### src/common/irq_map_pkg.sv
// Constants, types and vector arithmetic for the interrupt vector map
`default_nettype none
package irq_map_pkg;
  localparam int IRQ_COUNT  = 25;
  localparam int IRQ_W      = 5;
  localparam int ADDR_W     = 24;
  localparam int ADV_EVENTS = 5;

  typedef logic [ADDR_W-1:0]    vec_addr_t;
  typedef logic [IRQ_COUNT-1:0] irq_set_t;
  typedef logic [IRQ_W-1:0]     irq_num_t;

  localparam vec_addr_t VEC_RESET = 24'h008000;
  localparam vec_addr_t VEC_TRAP  = 24'h008004;
  localparam vec_addr_t VEC_IRQ0  = 24'h008008;
  localparam int        VEC_SHIFT = 2;

  localparam irq_num_t IRQ_TOP    = 5'h00;
  localparam irq_num_t IRQ_AWU    = 5'h01;
  localparam irq_num_t IRQ_CLK    = 5'h02;
  localparam irq_num_t IRQ_PORT_A = 5'h03;
  localparam irq_num_t IRQ_PORT_B = 5'h04;
  localparam irq_num_t IRQ_PORT_C = 5'h05;
  localparam irq_num_t IRQ_PORT_D = 5'h06;
  localparam irq_num_t IRQ_PORT_E = 5'h07;
  localparam irq_num_t IRQ_SPI    = 5'h0a;
  localparam irq_num_t IRQ_ADV_UP = 5'h0b;
  localparam irq_num_t IRQ_ADV_CC = 5'h0c;
  localparam irq_num_t IRQ_GEN_UP = 5'h0d;
  localparam irq_num_t IRQ_GEN_CC = 5'h0e;
  localparam irq_num_t IRQ_SER_TX = 5'h11;
  localparam irq_num_t IRQ_SER_RX = 5'h12;
  localparam irq_num_t IRQ_I2C    = 5'h13;
  localparam irq_num_t IRQ_CONV   = 5'h16;
  localparam irq_num_t IRQ_BASIC  = 5'h17;
  localparam irq_num_t IRQ_FLASH  = 5'h18;

  // Requests 8, 9, 15, 16, 20, 21
  localparam irq_set_t RESERVED_MASK   = 25'h0318300;
  // Ports A-E, SPI, I2C
  localparam irq_set_t WAKE_HALT_MASK  = 25'h00804f8;
  // Same plus auto-wakeup
  localparam irq_set_t WAKE_AHALT_MASK = 25'h00804fa;
  localparam logic     WAKE_AT_RESET   = 1'b1;

  typedef enum logic [1:0] {
    ST_IDLE  = 2'b01,
    ST_OFFER = 2'b10
  } offer_state_t;

  function automatic vec_addr_t irq_vector(input irq_num_t n);
    irq_vector = VEC_IRQ0 + (vec_addr_t'(n) << VEC_SHIFT);
  endfunction : irq_vector

  function automatic irq_set_t irq_onehot(input irq_num_t n);
    irq_onehot = irq_set_t'(1) << n;
  endfunction : irq_onehot
endpackage : irq_map_pkg
`default_nettype wire

### src/hdl/irq_lowest_pick.sv
// Finds the lowest-numbered set bit of a request vector
`default_nettype none
module irq_lowest_pick #(
  parameter int N = 25,
  parameter int W = 5
) (
  // Requests
  input  wire logic [N-1:0] req,
  // Result
  output logic              found,
  output logic [W-1:0]      idx
);
  if (N < 1 || N > (1 << W)) begin : g_chk
    $error("irq_lowest_pick: N does not fit in W bits");
  end

  always_comb begin
    found = 1'b0;
    idx   = '0;
    for (int i = N - 1; i >= 0; i--) begin
      if (req[i]) begin
        found = 1'b1;
        idx   = W'(i);
      end
    end
  end
endmodule : irq_lowest_pick
`default_nettype wire

### src/hdl/irq_wake_gate.sv
// Decides whether live source events wake the core from low power
`default_nettype none
module irq_wake_gate
  import irq_map_pkg::*;
(
  // Sources
  input  wire irq_map_pkg::irq_set_t src,
  input  wire logic                  port_a_pin1,
  // Core mode
  input  wire logic                  halt_mode,
  input  wire logic                  active_halt_mode,
  // Result
  output logic                       wake_req
);
  irq_set_t wake_src;
  logic     halt_hit;
  logic     ahalt_hit;

  assign wake_src = src & ~(irq_onehot(IRQ_PORT_A) &
                            {IRQ_COUNT{port_a_pin1}});
  assign halt_hit  = |(wake_src & WAKE_HALT_MASK);
  assign ahalt_hit = |(wake_src & WAKE_AHALT_MASK);
  assign wake_req  = (halt_mode & halt_hit) |
                     (active_halt_mode & ahalt_hit);
endmodule : irq_wake_gate
`default_nettype wire

### src/hdl/irq_vector_wakeup_map.sv
// Interrupt vector selection and low-power wakeup for the core
`default_nettype none
module irq_vector_wakeup_map
  import irq_map_pkg::*;
(
  // Clock and reset
  input  wire logic                  ref_clk,
  input  wire logic                  sys_rst,
  // Pin and wakeup sources
  input  wire logic                  top_level_pin_irq,
  input  wire logic                  auto_wakeup_unit,
  input  wire logic                  clock_ctrl_irq,
  // Port external interrupts
  input  wire logic                  port_a_pin_irq,
  input  wire logic                  port_a_pin1,
  input  wire logic                  port_b_pin_irq,
  input  wire logic                  port_c_pin_irq,
  input  wire logic                  port_d_pin_irq,
  input  wire logic                  port_e_pin_irq,
  // Serial interfaces
  input  wire logic                  spi_end_irq,
  input  wire logic                  serial_port_tx_irq,
  input  wire logic                  serial_port_rx_irq,
  input  wire logic                  i2c_irq,
  // Timers
  input  wire logic [ADV_EVENTS-1:0] advanced_timer_upd_irq,
  input  wire logic                  advanced_timer_cc_irq,
  input  wire logic                  general_timer_upd_irq,
  input  wire logic                  general_timer_cc_irq,
  input  wire logic                  basic_timer_upd_irq,
  // Converter and flash
  input  wire logic                  analog_converter_eoc_irq,
  input  wire logic                  analog_converter_wdg_irq,
  input  wire logic                  end_of_programming,
  input  wire logic                  protected_page_write_attempt,
  // Core side
  input  wire irq_map_pkg::irq_set_t irq_enable,
  input  wire logic                  trap_req,
  input  wire logic                  halt_mode,
  input  wire logic                  active_halt_mode,
  input  wire logic                  vec_ack,
  // Vector offer
  output logic                       vec_valid,
  output irq_map_pkg::vec_addr_t     vec_addr,
  output irq_map_pkg::irq_num_t      vec_irq_num,
  output logic                       vec_is_reset,
  output logic                       vec_is_trap,
  output logic                       wake
);
  offer_state_t state_r;
  offer_state_t state_nxt;
  irq_set_t     src;
  irq_set_t     pend_r;
  irq_set_t     pend_nxt;
  irq_set_t     pend_en;
  irq_set_t     ack_clr;
  logic         reset_pend_r;
  logic         reset_pend_nxt;
  logic         trap_pend_r;
  logic         trap_pend_nxt;
  logic         pick_found;
  irq_num_t     pick_idx;
  logic         take;
  logic         offer_now;
  logic         irq_kind;
  vec_addr_t    sel_addr;
  logic         wake_req;
  logic         vec_valid_r;
  vec_addr_t    vec_addr_r;
  irq_num_t     vec_irq_num_r;
  logic         vec_is_reset_r;
  logic         vec_is_trap_r;
  logic         wake_r;

  if (IRQ_COUNT > (1 << IRQ_W)) begin : g_chk
    $error("irq_vector_wakeup_map: request count exceeds number width");
  end

  // Source to request number
  always_comb begin
    src = '0;
    src[IRQ_TOP]    = top_level_pin_irq;
    src[IRQ_AWU]    = auto_wakeup_unit;
    src[IRQ_CLK]    = clock_ctrl_irq;
    src[IRQ_PORT_A] = port_a_pin_irq;
    src[IRQ_PORT_B] = port_b_pin_irq;
    src[IRQ_PORT_C] = port_c_pin_irq;
    src[IRQ_PORT_D] = port_d_pin_irq;
    src[IRQ_PORT_E] = port_e_pin_irq;
    src[IRQ_SPI]    = spi_end_irq;
    src[IRQ_ADV_UP] = |advanced_timer_upd_irq;
    src[IRQ_ADV_CC] = advanced_timer_cc_irq;
    src[IRQ_GEN_UP] = general_timer_upd_irq;
    src[IRQ_GEN_CC] = general_timer_cc_irq;
    src[IRQ_SER_TX] = serial_port_tx_irq;
    src[IRQ_SER_RX] = serial_port_rx_irq;
    src[IRQ_I2C]    = i2c_irq;
    src[IRQ_CONV]   = analog_converter_eoc_irq |
                      analog_converter_wdg_irq;
    src[IRQ_BASIC]  = basic_timer_upd_irq;
    src[IRQ_FLASH]  = end_of_programming |
                      protected_page_write_attempt;
  end

  assign pend_en   = pend_r & irq_enable & ~RESERVED_MASK;
  assign take      = (state_r == ST_OFFER) & vec_ack;
  assign irq_kind  = ~vec_is_reset_r & ~vec_is_trap_r;
  assign ack_clr   = irq_onehot(vec_irq_num_r) &
                     {IRQ_COUNT{take & irq_kind}};
  // Set wins over the acknowledge clear
  assign pend_nxt  = (pend_r & ~ack_clr) | (src & ~RESERVED_MASK);
  assign reset_pend_nxt = reset_pend_r & ~(take & vec_is_reset_r);
  assign trap_pend_nxt  = trap_req |
                          (trap_pend_r & ~(take & vec_is_trap_r));
  assign offer_now = (state_r == ST_IDLE) &
                     (reset_pend_r | trap_pend_r | pick_found);
  assign sel_addr  = reset_pend_r ? VEC_RESET :
                     trap_pend_r  ? VEC_TRAP  : irq_vector(pick_idx);

  irq_lowest_pick #(
    .N (IRQ_COUNT),
    .W (IRQ_W)
  ) u_pick (
    .req   (pend_en),
    .found (pick_found),
    .idx   (pick_idx)
  );

  irq_wake_gate u_wake (
    .src              (src),
    .port_a_pin1      (port_a_pin1),
    .halt_mode        (halt_mode),
    .active_halt_mode (active_halt_mode),
    .wake_req         (wake_req)
  );

  always_comb begin
    case (state_r)
      ST_IDLE:  state_nxt = offer_now ? ST_OFFER : ST_IDLE;
      ST_OFFER: state_nxt = vec_ack ? ST_IDLE : ST_OFFER;
      default:  state_nxt = ST_IDLE;
    endcase
  end

  always_ff @(posedge ref_clk or posedge sys_rst) begin
    if (sys_rst) begin
      state_r      <= ST_IDLE;
      pend_r       <= '0;
      reset_pend_r <= 1'b1;
      trap_pend_r  <= 1'b0;
    end else begin
      state_r      <= state_nxt;
      pend_r       <= pend_nxt;
      reset_pend_r <= reset_pend_nxt;
      trap_pend_r  <= trap_pend_nxt;
    end
  end

  // Offer held steady until acknowledged
  always_ff @(posedge ref_clk or posedge sys_rst) begin
    if (sys_rst) begin
      vec_valid_r    <= 1'b0;
      vec_addr_r     <= '0;
      vec_irq_num_r  <= '0;
      vec_is_reset_r <= 1'b0;
      vec_is_trap_r  <= 1'b0;
    end else if (offer_now) begin
      vec_valid_r    <= 1'b1;
      vec_addr_r     <= sel_addr;
      vec_irq_num_r  <= (reset_pend_r | trap_pend_r) ? '0 : pick_idx;
      vec_is_reset_r <= reset_pend_r;
      vec_is_trap_r  <= ~reset_pend_r & trap_pend_r;
    end else if (take) begin
      vec_valid_r    <= 1'b0;
    end
  end

  always_ff @(posedge ref_clk or posedge sys_rst) begin
    if (sys_rst) begin
      wake_r <= WAKE_AT_RESET;
    end else begin
      wake_r <= wake_req;
    end
  end

  assign vec_valid    = vec_valid_r;
  assign vec_addr     = vec_addr_r;
  assign vec_irq_num  = vec_irq_num_r;
  assign vec_is_reset = vec_is_reset_r;
  assign vec_is_trap  = vec_is_trap_r;
  assign wake         = wake_r;

  irq_set_t lower_than;
  irq_set_t no_wake_src;
  irq_set_t live_src;
  assign lower_than  = ~({IRQ_COUNT{1'b1}} << vec_irq_num_r);
  assign no_wake_src = src & ~WAKE_AHALT_MASK;
  assign live_src    = src & ~RESERVED_MASK;
endmodule : irq_vector_wakeup_map
`default_nettype wire

### config.mk
export PLATFORM = sky130hd
export DESIGN_NAME = irq_vector_wakeup_map
export DESIGN_NICKNAME = d
export VERILOG_FILES = /design/src/common/irq_map_pkg.sv /design/src/hdl/irq_lowest_pick.sv /design/src/hdl/irq_wake_gate.sv /design/src/hdl/irq_vector_wakeup_map.sv
export SDC_FILE = /design/constraint.sdc
export NUM_CORES = 1
export LEC_CHECK = 0
export ABC_AREA = 1
export BUFFER_PORTS_ARGS = -buffer_cell sky130_fd_sc_hd__buf_2
export CORE_MARGIN = 1
export CORE_UTILIZATION = 48
export DETAILED_ROUTE_END_ITERATION = 8
export PLACE_DENSITY = 0.89
export SYNTH_ARGS = -nofsm -noshare
export SYNTH_HDL_FRONTEND = slang
export SYNTH_SLANG_ARGS = --single-unit
### constraint.sdc
create_clock -name ref_clk -period 2.5 [get_ports ref_clk]
set_input_delay 0.125 -clock ref_clk [delete_from_list [all_inputs] [get_ports ref_clk]]
set_output_delay 0.125 -clock ref_clk [all_outputs]
set_load 0.005 [all_outputs]
Yosys cells after proc, flatten, opt, wreduce, memory -nomap -nowiden. Index checks and enable logic that the tools add are counted. Widths: inputs -> output; s select.

$add $sub $neg: 1. Equal/unequal tests: 2. Shift-type cells: 1. Muxes and demuxes: 46. Bitwise operators: 29. Reductions and logical operators: 4.

Operators by type and width (count): $mux 5 (20); $and 25x25->25 (3); $mux 17 (2); $not 25->25 (1); $or 25x25->25 (1); $shl 1x5->25 const A (1); $mux 1 (21); $and 20x20->20 (1); $not 4->20 (1); $add 16x7->17 const A (1); $and 1x1->1 (11); $reduce_or 8->1 (1); $reduce_or 7->1 (1); $or 1x1->1 (6); $not 1->1 (5); $reduce_or 5->1 (1); $mux 2 (2); $pmux 2 s2 (1); $eq 2x1->1 const B (1); $eq 2x2->1 const B (1); $reduce_bool 2->1 (1).

Flip-flop bits (word level): 62. Bits of input ports: 57. Output and inout bits: 33.

Longest topological paths before layout. Gate-level depths: netlist of run 1.

Depth in word-level cells: 24. Depth in mapped cells: 20. Depth with buffers taken out: 20.

Hierarchy. From an unflattened synthesis of run 1, not the netlist that was laid out.

Cell total of the unflattened synthesis: 355. Area, all modules: 2438.6 µm².

By module, submodules not included: irq_vector_wakeup_map (instances 1, cells an instance 267, area an instance 2038.2 µm², seq. area each 979.7 µm²); irq_lowest_pick (instances 1, cells an instance 77, area an instance 357.8 µm², seq. area each 0.0 µm²); irq_wake_gate (instances 1, cells an instance 11, area an instance 42.5 µm², seq. area each 0.0 µm²).

Least setup slack after synthesis of run 1. Ideal clock, no wire load.

Kind: flip-flop to flip-flop. Start: reg pend_r[19]. End: reg vec_addr_r[5] (netlist: vec_addr[5]). Arrival: 1.669 ns. Path slack: 0.710 ns. Cell stages (with the launch flop): 12. Path buffers: 0. Cells stage by stage: dfrtp_1 nand2_2 nand3_1 o21ai_1 nand2_1 a31oi_1 o21ai_1 nand2_1 inv_1 ha_1 or2_1 a32o_1.

Longest elaborated chain between the ends: 20.

RTL lines: start, declared (line irq_vector_wakeup_map.sv:53) `irq_set_t pend_r;`; start signal, assigned (line irq_vector_wakeup_map.sv:153) `pend_r <= pend_nxt;`; $and 25x25->25 * (line irq_vector_wakeup_map.sv:105) `assign pend_en = pend_r & irq_enable & ~RESERVED_MASK;`; $mux 5 (16 in a row) (line irq_lowest_pick.sv:21) `if (req[i]) begin`; $add 16x7->17 (line irq_map_pkg.sv:52) `irq_vector = VEC_IRQ0 + (vec_addr_t'(n) << VEC_SHIFT);`; $mux 17 (line irq_vector_wakeup_map.sv:118) `trap_pend_r ? VEC_TRAP : irq_vector(pick_idx);`; $mux 17 (line irq_vector_wakeup_map.sv:117) `assign sel_addr = reset_pend_r ? VEC_RESET :`; end signal, assigned (line irq_vector_wakeup_map.sv:169) `vec_addr_r <= sel_addr;`; end, declared (line irq_vector_wakeup_map.sv:69) `vec_addr_t vec_addr_r;`.

Mark *: on every way between the ends. The rest lies on a longest branch, timed or not. A chain may end at the register's enable or synchronous reset.

Worst setup path after layout of run 1.
Start: reg pend_r[11]. End: reg vec_addr_r[5] (netlist: vec_addr[5]).

Longest elaborated chain between the ends: 14.

RTL lines (line): $and 25x25->25 * (irq_vector_wakeup_map.sv:105); $mux 5 (10 in a row) (irq_lowest_pick.sv:21); $add 16x7->17 (irq_map_pkg.sv:52); $mux 17 (irq_vector_wakeup_map.sv:118); $mux 17 (irq_vector_wakeup_map.sv:117).

Marks and branches as above.

==> results.md, run 1 <==
Status:
- The flow ran to the end, and the final reports show no timing, DRC or antenna violations.

Timing:
- Hold is met by 0.01091 ns.
- The worst max-slew margin expressed relative to the limit is 66.65%.
- Setup repair after global routing left no endpoint under its margin.
- The post-route minimum period is 1.984 ns.
- The final critical path takes up 79.34% of the cycle.
- The timing-limited maximum frequency is 504.2 MHz.
- The final-report hold violation count is 0.
- Clock skew on the completed layout was measured at 0.01155 ns.
- The final-report setup violation count is 0.
- The transition time of the tightest slew-check pin is roughly 0.50 ns.
- Setup total negative slack on the finished layout was measured at 0 ns.
- The number of pins exceeding their max-slew limit in the final report was 0.

GRT:
- Global routing used between 20% and 30% of the available tracks.
- The global-route wire length before repair is 7997 um.
- The largest net degree at the start of global routing is 40.
- The overall overflow remaining after global route is 0.
- The number of antenna violations at the first check in global routing was 0.
- The via count of the first global-routing pass is around 1,800.

Worst setup path:
- The worst setup path is captured at a flop.
- The critical path launch point type is a flop.
- The path type of the worst setup path is reg2reg.
- The endpoint of the worst-slack reg-to-reg timing path is vec_addr[5].
- Along the worst path, the maximum fanout reaches 3.
- For the worst flop-to-flop path, the logic depth is 11.
- The setup check on the worst reg-to-reg path leaves a slack of 0.52 ns.
- STA puts the critical path data arrival time at 2.17 ns.
- The startpoint identified for the worst register-to-register timing path is pend_r[11].
- STA puts the critical path data required time at 2.69 ns.

Place:
- Input and output buffers added on the ports amount to 66.
- The post-place instance area is approximately 0.0025 mm^2.
- Detailed placement finished with a half-perimeter wire length of between 3000 and 4000 um.
- At the end of routability-driven placement, the weighted congestion stood at ~0.91.
- The number of cells in the design after placement is approximately 400.

Clock network:
- The number of post-CTS setup repair buffers is 0.
- The clock latency at the later pin of the worst-skew pair is 0.29 ns.
- The maximum count of clock buffers along a single path is 2.
- TritonCTS built the clock tree.
- The deepest level of the CTS H-tree is 2.
- After clock tree synthesis, the clock-pin slew on the worst setup and hold paths is 0.08 ns.
- Clock tree synthesis selected as its root buffer the cell clkbuf_8.
- The number of clock sinks is 39.
- The number of buffers created by CTS is 5.

Cells and area:
- In the layout the commonest cells are nand2_1, buf_2, inv_1.
- From synthesis to final layout, the design area changed by 20.72%.
- The number of inserted diodes is 0.
- The filler-free cell count of the finished design is 401.
- The storage element area is 979.7 um^2.
- Cells fill a little over three fifths of the core in the end.
- Leaving out fill and tap cells, the most frequent cell in the layout is nand2_1.
- The post-route cell area is around 0.0026 mm^2.
- The number of nets in the final layout is 410.
- The combined area of the multi-input logic cells is 925.9 um^2.
- Cells with a size suffix above 1 make up 27.64% of the layout.
- The layout filler cell count is 360.

Synthesis:
- The yosys synthesis warning count is 0.
- Summing the sequential cell areas from Yosys gives a little under half of the chip area.
- The largest total area in the synthesized netlist belongs to dfrtp_1.
- The synthesized design devotes to its leading area cell type between 40% and 50% of total area.
- Yosys mapped the design onto 31 distinct sky130hd cell types.
- The synthesized netlist occupies a cell area of 0.002143 mm^2.
- In this run, synthesis produced a sequential element count of 39.
- In this run the mean area of a mapped cell was 7.738 um^2.
- The synthesized netlist cell count is 277.
- By area the synthesized netlist is led by dfrtp_1, nand2_1, inv_1.

Floorplan:
- 90 I/O pins were placed.
- The initial core utilization is 51.72%.
- After floorplanning, the core was sized to cover 0.004144 mm^2.
- The initialized floorplan defines 23 standard-cell rows.
- The floorplan step set the die width to 68.82 um.
- The full die area is 0.004736 mm^2.
- The die is 68.82 um tall.

Routing:
- The total via count after detailed routing is a little under 2,000.
- Once detail routing completed, the nets flagged for antenna violations numbered 0.
- Wires add up to 4925 um.
- The routed wirelength normalized by instance count is 12.28 um.
- The via density per instance is 4.925.
- The count of TritonRoute iterations in the first routing pass is 4.
- After detailed routing, the number of remaining DRC violations is 0.
- The DRC violation total after the first TritonRoute iteration is 111.

Min path:
- The hold-critical path endpoint is pend_r[18].
- The type of the worst min-delay path is in2reg.
- The worst hold path begins at serial_port_rx_irq.
- The worst hold path was traced through 3 stages.

Power:
- The power density relative to cell area is slightly above 600 mW/mm^2.
- The leakage component of the power is ~1.3 nW.
- IR analysis of the VDD net gives a maximum drop of 0.3422 mV.

Job:
- The tool flagged a number of max-cap violations equal to 0.
## critical path, stage by stage (launching register included)
cell	delay [ns]
dfrtp_1	0.40
nand2_1	0.10
nand2_1	0.11
nor2_1	0.16
inv_1	0.05
a31oi_1	0.17
o21ai_1	0.08
nand2_1	0.10
inv_1	0.07
ha_1	0.19
or2_1	0.22
a32o_1	0.24
## per-layer routing
metal / part of all wire (%) / vias up / track usage [%]
li1: - / 990 / -
met1: 43 / 900 / 30.95
met2: 47 / 74 / 37.99
met3: 7.7 / 11 / 5.592
met4: 2.1 / 0 / 8.418
met5: 0 / - / 0
## how the worst max path moves through the flow
stage,end,cells after the start,startpoint
6_report,vec_addr[5],11,pend_r[11]
5_1_grt,vec_addr[5],11,pend_r[19]
4_1_cts,vec_addr[5],11,pend_r[22]
3_5_place_dp,vec_addr[5],11,pend_r[22]
3_3_place_gp,vec_addr[5],11,pend_r[19]
2_1_floorplan,vec_addr[5],11,pend_r[19]
## cells by family after synthesis
logic type               synth area share (%)
flip-flops                              45.71
buffers and inverters                   13.89
AO/OA/AOI/OAI                           11.33
adder cells (fa/ha/maj)                 1.752
other                                  0.1750
AND/OR/NAND/NOR                         27.15
## synthesized netlist by cell type
library cell,number
a22oi_1,1
nor2_2,3
ha_1,3
nand2_1,76
a31oi_1,2
or2_2,2
a41oi_1,1
inv_2,3
buf_2,1
conb_1,1
nand2_2,8
buf_4,17
dfstp_2,3
or2_1,1
o22ai_1,2
a22o_1,1
a32o_1,1
a21o_1,1
a21oi_1,5
nand3_2,1
o21ai_0,24
nand2_4,2
nor2_1,12
nand4_1,3
inv_1,41
nand3_1,10
nor4_1,2
nor3_1,6
nor3_2,2
o21ai_1,6
dfrtp_1,36
## cell type report
type	count	area share, %
sequential	39	37.86
multi-input combinational	192	35.78
timing repair buffer	68	13.44
inverter	44	6.383
clock buffer	7	2.950
tap	50	2.418
clock inverter	1	1.161
## where the power goes
group | switching (W) | internal, W
registers | 0.0000372 | 0.000692
logic | 0.000237 | 0.000138
clock network | 0.000211 | 0.000299
## what timing repair did
item,CTS,global route
hold endpoints to repair,36,0
hold buffers,1,0
gates resized for setup,0,0
## flip-flops by register name, summed over array words and instances (netlist names)
name / cells
pend_r: 19
reset_pend_r: 1
state_r: 2
trap_pend_r: 1
vec_addr: 7
vec_irq_num: 5
vec_is_reset: 1
vec_is_trap: 1
vec_valid: 1
wake: 1
## stage by stage
step / setup slack, ns / power, W
finish: 0.5165 / 0.001614
global route: 0.2979 / 0.001707
detailed placement: 0.5387 / 0.001112
global placement: 0.5749 / 0.001094
CTS: 0.5158 / 0.001621
floorplan: 0.7095 / 0.0009946
Power figures use the tool's default switching activity.
==> inputs of run 2 (changes only) <==
Settings changed: CORE_UTILIZATION 48 to 43, PLACE_DENSITY 0.89 to 0.85.
Clock period 2.5 ns to 1.8 ns, I/O delays scaled along.
==> run 2 against run 1 <==
Compared with the run above: the run now ends with negative setup slack left; non-clock buffer count is 34 higher; flip-flop and latch count did not move; die area is 11% higher; global-route usage fell by 0.82 points; clock-buffer cell count unchanged; critical path type unchanged; largest cell class is now multi-input gates; via count increased by 14%.
==> results.md, run 2 (synthesized netlist as in run 1, its figures left out) <==
Routing:
- The total via count after detailed routing is 2,242 (+14%).
- The via density per instance was 4.960 (+0.71%).
- The sum of routed wire length over all layers is 5883 um (+19%).
- The post-route antenna net violation count is 0 (unchanged).
- The number of remaining DRC errors was 0 (unchanged).
- The routed wirelength normalized by instance count came to 13.02 um (+6.0%).
- The count of TritonRoute iterations in the first routing pass is 5 (+1).
- The DRC violation total after the first TritonRoute iteration is 161 (+45%).

Cells and area:
- The storage element area is 979.7 um^2 (unchanged).
- The library cell used most frequently in the layout, excluding fill and tap cells, is nand2_1.
- The number of inserted diodes is 0 (unchanged).
- The number of nets in the final layout was 444 (+8.3%).
- The proportion of layout cells with a drive suffix above 1 is 34.55% (+6.9 points).
- The combined area of the multi-input logic cells came to 994.7 um^2 (+7.4%).
- The layout filler cell count is 406 (+13%).
- The number of flip-flops in the largest register is 19 (unchanged).
- Ranked by flip-flop count, first place goes to pend_r.
- The library cells used most frequently in the layout, excluding fill and tap cells, are nand2_1, buf_2, inv_1.
- Compared with the post-synthesis result, the final layout area differs by 38.35%.

Timing:
- Setup repair after global routing could not meet its margin everywhere.
- The worst setup skew after layout was 0.01014 ns (-0.001406 ns).
- The post-route fraction of the period consumed by the critical path is 105.8% (+26 points).
- The transition time of the tightest slew-check pin is 0.5078 ns (+0.007637 ns).
- The timing-limited maximum frequency is 525.3 MHz (+4.2%).
- The worst max-slew margin expressed relative to the limit is 65.83% (-0.82 points).
- The post-route minimum period was 1.904 ns (-0.07982 ns).
- The worst-case setup margin in the final layout is -0.1037 ns (-0.6202 ns).
- The final-report setup violation count came to 1 (+1).
- The final-report hold violation count is 0 (unchanged).
- The number of pins exceeding their max-slew limit in the final report came to 0 (unchanged).
- The summed negative setup slack over all endpoints is -0.1037 ns (-0.1037 ns).

Power:
- The power share of the sequential group came to 43.5% (-1.7 points).
- The power density relative to cell area is 789.2 mW/mm^2 (+26%).
- The share of power burned in combinational logic is 30.5% (+7.3 points).
- The total power came to 0.002340 W (+45%).
- The switching component of the power is 0.0007529 W (+55%).
- The leakage component of the power is 1.479 nW (+11%).
- The clock group share of total power is 26.0% (-5.6 points).
- The internal power of the cells is 0.001587 W (+41%).
- The switching power share of the total is 32.17% (+2.1 points).
- The largest voltage drop on the vdd net is 0.4193 mV (+23%).

Clock network:
- The number of buffers created by CTS is 5 (unchanged).
- The root buffer cell is clkbuf_8.
- The maximum count of clock buffers along a single path was 2 (unchanged).
- The number of clock sinks is 39 (unchanged).
- The clock-pin transition on the worst setup and hold timing paths is 0.07 ns (about the same).
- TritonCTS built the clock tree.
- The clock latency at the later pin of the worst-skew pair is 0.30 ns (about the same).
- The deepest level of the CTS H-tree is 2 (unchanged).

GRT:
- The global-route total usage across every layer is 22.76% (-0.82 points).
- The largest net degree at the start of global routing was 40 (unchanged).
- The global-route wire length before repair is 9052 um (+13%).
- The number of antenna violations at the first check in global routing is 0 (unchanged).
- The overall overflow remaining after global route is 0 (unchanged).
- The via count of the first global-routing pass is 2,128 (+17%).

Place:
- The half-perimeter wire length of the detailed placement result is 4167 um (+6.8%).
- The final weighted congestion of routability-driven global placement came to 0.8351 (-8.1%).
- The number of input and output port buffers inserted is 66 (unchanged).

Worst setup path:
- The critical path launch point type is a flop.
- The top cell family by delay on the critical path is simple AND/OR/NAND/NOR gates.
- The capturing element type of the critical path is a flop.
- The maximum single-stage delay on the critical path was 0.38 ns (-0.02 ns).
- Among the stages of the critical path, the cell type that occurs most often is nand2_1.
- The buffering stage count on the worst path with inverters included is 2 (unchanged).
- The launch point of the worst path is pend_r[7].
- The data required time of the critical path came to 1.98 ns (-0.71 ns).
- The worst setup slack for register-to-register paths is -0.10 ns (-0.62 ns).
- The critical path arrival is 2.08 ns (-0.09 ns).
- The worst register-to-register path ends at vec_addr[5].
- Walking the worst path, the cells encountered are nand2_1, nand2_1, nor2_2, inv_1, a31oi_1, o21ai_1, nand2_1, inv_2, ha_4, or2_1, a32o_1.
- The path type of the worst setup path is reg2reg.
- The depth of the worst register-to-register path is 11 (unchanged).
- The top fanout value on the critical path came to 2 (-1).
- The library cell contributing the largest single delay on the critical path is dfrtp_1.
- The critical register-to-register path startpoint is pend_r[7].

Floorplan:
- The number of top-level pins is 90 (unchanged).
- The floorplan core area was 0.004755 mm^2 (+15%).
- The horizontal extent of the die was 72.60 um (+5.5%).
- The full die area came to 0.005271 mm^2 (+11%).
- The die height was 72.60 um (+5.5%).
- The site row count was 25 (+8.7%).
- The initial core utilization is 45.08% (-6.6 points).

Min path:
- For hold timing, the worst endpoint is pend_r[3].
- The cell depth of the worst min-delay path is 3 (unchanged).
- In this run the worst hold path is classified as in2reg.
- The worst hold path begins at port_a_pin_irq.

Job:
- The count of max-cap constraint violations came to 0 (unchanged).

Status:
- The final reports fail on negative setup slack.
- The flow ran to the end, but the final reports show violations.
run 2: cell types whose count changed in the layout (fill, tap and decap cells not counted), sizes merged:
cell	before	now
dlygate4sd3	1	15
clkinv	0	1
buf	67	87
bufinv	1	0
run 2: routing by layer:
layer | global-route usage (%) | wire (um)
met4 | 10.68 | 153
met2 | 41.33 | 2959
met5 | 0 | 0
met3 | 2.762 | 356
met1 | 26.70 | 2413
run 2: how the worst max path moves through the flow:
stage | slack (ns) | depth (start not counted) | end
floorplan | 0.01 | 11 | vec_addr[5]
global placement | -0.02 | 11 | vec_addr[5]
detailed placement | -0.09 | 11 | vec_addr[5]
CTS | -0.06 | 11 | vec_addr[5]
global route | -0.19 | 11 | vec_addr[5]
finish | -0.10 | 11 | vec_addr[5]
run 2: area by class of cell:
| class | count | share of cell area, % |
|---|---|---|
| clock buffer | 7 | 2.911 |
| clock inverter | 1 | 0.1688 |
| inverter | 44 | 5.738 |
| multi-input combinational | 192 | 33.54 |
| sequential | 39 | 33.04 |
| tap | 67 | 2.827 |
| timing repair buffer | 102 | 21.77 |
run 2: power groups by stage:
| stage | Clock, W | Combinational, W | Sequential (W) |
|---|---|---|---|
| global placement | 0 | 0.000549 | 0.00103 |
| finish | 0.000608 | 0.000715 | 0.00102 |
| detailed placement | 0 | 0.000567 | 0.00103 |
| floorplan | 0 | 0.000352 | 0.00103 |
| CTS | 0.000618 | 0.000601 | 0.00102 |
| global route | 0.000652 | 0.000798 | 0.00103 |
run 2: tightest hold or removal path: stages:
cell	delay [ns]
buf_2	0.07
inv_1	0.04
nand2_1	0.06
run 2: through the flow:
stage	utilization, %	cell area, um^2	instances	hold slack [ns]	setup slack [ns]
detailed placement	54.32	2582	421	0.2286	-0.08924
global placement	54.32	2582	421	0.2181	-0.02419
CTS	60.00	2853	446	0.001599	-0.06419
floorplan	-	2203	293	0.1823	0.009531
finish	62.37	2965	452	0.002623	-0.1037
global route	62.37	2965	452	0.01392	-0.1858
run 2: repair_timing:
action	in CTS	in global routing
cloned	0	0
buffers inserted	2	6
endpoints found under the hold margin	48	0
resized for setup	4	21
pin swaps	1	6
endpoints found under the setup margin	2	13
hold buffers	15	0
==> inputs of run 3 (changes only) <==
Settings changed: ABC_AREA 1 to 0, CORE_UTILIZATION 43 to 44, PLACE_DENSITY 0.85 to 0.86, SKIP_CTS_REPAIR_TIMING set to 1.
==> run 3 against run 2 <==
Compared with the run above: the run ends with negative hold slack, negative setup slack left; synthesized cell count down 15%; via count up 3.7%; hold slack worse by 0.021 ns; die area up 1.5%; total power up 28%; maximum frequency down 1.8%; register-to-register slack worse by 0.04 ns; clock power up 44%; first-iteration DRC count up 11%; sequential share of layout area down 3.7 points; worst setup slack worse by 0.035 ns; core utilization up 7.4 points.
==> results.md, run 3 <==
Timing:
- The final-report hold violation count came to 8 (+8).
- The transition time of the tightest slew-check pin is 0.5329 ns (+0.02507 ns).
- The worst max-slew margin expressed relative to the limit is 64.40% (-1.4 points).
- Setup repair after global routing could not meet its margin everywhere.
- The post-route fraction of the period consumed by the critical path is 107.7% (+2.0 points).
- The worst setup skew after layout was 0.008658 ns (-0.001482 ns).
- The worst-case setup margin in the final layout came to -0.1390 ns (-0.03535 ns).
- The timing-limited maximum frequency is 515.7 MHz (-1.8%).
- The final-report setup violation count is 16 (+15).
- The number of pins exceeding their max-slew limit in the final report is 0 (unchanged).
- The post-route minimum period is 1.939 ns (+0.03535 ns).
- The worst-case hold slack came to -0.01837 ns (-0.02099 ns).

Status:
- The checks that failed: negative hold slack, negative setup slack.
- The flow ran to the end, but the final reports show violations.

Power:
- The total power was 0.003001 W (+28%).
- The leakage component of the power is 1.464 nW (-1.0%).
- The power density relative to cell area is 898.4 mW/mm^2 (+14%).
- The largest voltage drop on the vdd net came to 0.4730 mV (+13%).

Synthesis:
- The cell with the most instances after synthesis is nand2_1.
- The sequential share of the synthesized area is 43.99% (-1.7 points).
- After synthesis, the cell types taking the most area are dfrtp_1, nand2_1, buf_4.
- The yosys synthesis warning count came to 0 (unchanged).
- The number of distinct library cells after synthesis is 46 (+48%).
- The number of flops mapped to enable cells by yosys is 0 (unchanged).
- By count the netlist is led by nand2_1, dfrtp_1, buf_4.
- The average cell area after synthesis is 9.437 um^2 (+22%).
- The number of storage elements in the synthesis netlist was 39 (unchanged).
- dfrtp_1 takes more of the synthesized area than any other cell.
- The fraction of registers with async set or reset after synthesis is 100.0% (unchanged).
- The netlist area before placement is 0.002227 mm^2 (+3.9%).
- For this run, the leading register cell type out of synthesis is dfrtp_1.
- The synthesized netlist cell count was 236 (-15%).
- The area fraction of the dominant cell type after synthesis is 40.45% (-1.6 points).

Floorplan:
- The floorplan core area came to 0.004786 mm^2 (+0.66%).
- The full die area is 0.005350 mm^2 (+1.5%).
- The horizontal extent of the die is 73.15 um (+0.75%).
- The initial core utilization was 46.54% (+1.5 points).
- The number of top-level pins is 90 (unchanged).
- The site row count is 25 (unchanged).
- The die height is 73.15 um (+0.75%).

Cells and area:
- The number of nets in the final layout is 420 (-5.4%).
- The combined area of the multi-input logic cells is 0.001281 mm^2 (+29%).
- The register containing the most flip-flops in the final layout is pend_r.
- The top cell types in the final layout, fill and taps aside, are buf_2, buf_4, dfrtp_1.
- The layout filler cell count is 356 (-12%).
- The proportion of layout cells with a drive suffix above 1 is 45.98% (+11 points).
- The layout overhead on the synthesized area is 50.00%.
- The most common cell after layout, fill and taps aside is buf_2.
- The post-route cell area is 0.003341 mm^2 (+13%).
- The number of inserted diodes came to 0 (unchanged).
- The number of flip-flops in the largest register is 19 (unchanged).
- The storage element area was 979.7 um^2 (unchanged).

Routing:
- The via density per instance came to 5.432 (+9.5%).
- The routed wirelength normalized by instance count was 16.16 um (+24%).
- The sum of routed wire length over all layers is 6918 um (+18%).
- The total via count after detailed routing is 2,325 (+3.7%).
- The DRC violation total after the first TritonRoute iteration is 178 (+11%).
- The post-route antenna net violation count is 0 (unchanged).
- The number of remaining DRC errors was 0 (unchanged).
- The count of TritonRoute iterations in the first routing pass was 5 (unchanged).

GRT:
- met2 is the most crowded layer.
- The largest net degree at the start of global routing is 40 (unchanged).
- The met3 routing resource usage after global routing was 4.696% (+1.9 points).
- The overall overflow remaining after global route is 0 (unchanged).
- The via count of the first global-routing pass is 2,004 (-5.8%).
- The global-route track usage on met2 is 36.73% (-4.6 points).
- The number of antenna violations at the first check in global routing came to 0 (unchanged).
- The global-route track usage on met1 is 30.12% (+3.4 points).
- The global-route wire length before repair came to 9066 um (+0.15%).
- The global-route total usage across every layer is 22.69% (-0.072 points).

Worst setup path:
- The capturing element type of the critical path is a flop.
- The top fanout value on the critical path is 4 (+2).
- The data required time of the critical path is 1.97 ns (about the same).
- The path type of the worst setup path is reg2reg.
- The critical path launch point type is a flop.
- The critical path arrival is 2.11 ns (+0.03 ns).

Place:
- The number of input and output port buffers inserted was 66 (unchanged).
- The half-perimeter wire length of the detailed placement result was 4480 um (+7.5%).
- The final weighted congestion of routability-driven global placement is 0.9140 (+9.4%).
- The post-place instance area is 0.002800 mm^2 (+8.4%).

Clock network:
- The number of clock sinks was 39 (unchanged).
- The clock latency at the later pin of the worst-skew pair is 0.30 ns (about the same).
- The root buffer cell is clkbuf_8.
- The TritonCTS clock tree is done.
- The number of buffers created by CTS was 5 (unchanged).
- The clock-pin transition on the worst setup and hold timing paths came to 0.08 ns (about the same).
- The maximum count of clock buffers along a single path is 2 (unchanged).
- The deepest level of the CTS H-tree is 2 (unchanged).

Job:
- The count of max-cap constraint violations is 0 (unchanged).

Min path:
- The worst hold path belongs to the class in2reg.
-- run 3: final cells by class --
cell class	count	share of cell area, %
multi-input combinational	181	38.35
sequential	39	29.33
timing repair buffer	126	24.94
tap	67	2.509
clock buffer	5	2.060
clock inverter	3	2.022
inverter	7	0.7865
-- run 3: logic make-up after synthesis --
| group | share of synthesized area (%) |
|---|---|
| and+or+nand+nor | 21.63 |
| AOI/OAI and AO/OA | 22.81 |
| DFF | 43.99 |
| buffers and inverters | 9.326 |
| adders and majority gates | 1.686 |
| xor gates and xnor gates | 0.3933 |
| other | 0.1684 |
-- run 3: stage by stage --
stage,utilization (%),setup TNS [ns],worst slack (ns),instances
CTS,61.36,-0.2643,-0.1649,403
finish,69.80,-1.575,-0.1390,428
global route,69.80,-2.405,-0.1933,428
floorplan,-,0,0.01892,252
detailed placement,58.51,-0.1872,-0.1564,395
global placement,58.51,-0.02901,-0.02901,395
-- run 3: worst max-delay path, cell delays in order, from the launching register on --
cell and delay (ns):
dfrtp_1 0.41, a222oi_1 0.41, buf_4 0.20, nand3_4 0.09, o31ai_4 0.34, buf_4 0.18, buf_6 0.11, o31ai_1 0.07
-- run 3: metal layers --
| layer | up-vias | routed length [um] | part of all wire (%) |
|---|---|---|---|
| met5 | - | 0 | 0 |
| met4 | 0 | 161 | 2.3 |
| met3 | 18 | 455 | 6.6 |
| met2 | 117 | 3499 | 51 |
| met1 | 1119 | 2802 | 41 |
| li1 | 1071 | - | - |
-- run 3: worst paths after layout --
path                       slack (ns)         start  cells past startpoint             end
setup / recovery                -0.14    pend_r[19]                      7  vec_irq_num[0]
hold / removal                  -0.02     halt_mode                      3            wake
setup reg to reg                -0.14    pend_r[19]                      7  vec_irq_num[0]
hold reg to reg                  0.48  vec_addr[15]                      1    vec_addr[15]
max in group asynchronous        0.98       sys_rst                      4            wake
min in group asynchronous        0.44       sys_rst                      4    vec_addr[15]
-- run 3: where the power goes --
part           switching, W  leakage (nW)  total (W)  internal, W
clock network      0.000322        0.0644   0.000875     0.000553
logic              0.000539         0.988    0.00105     0.000513
registers         0.0000898         0.412    0.00108     0.000985
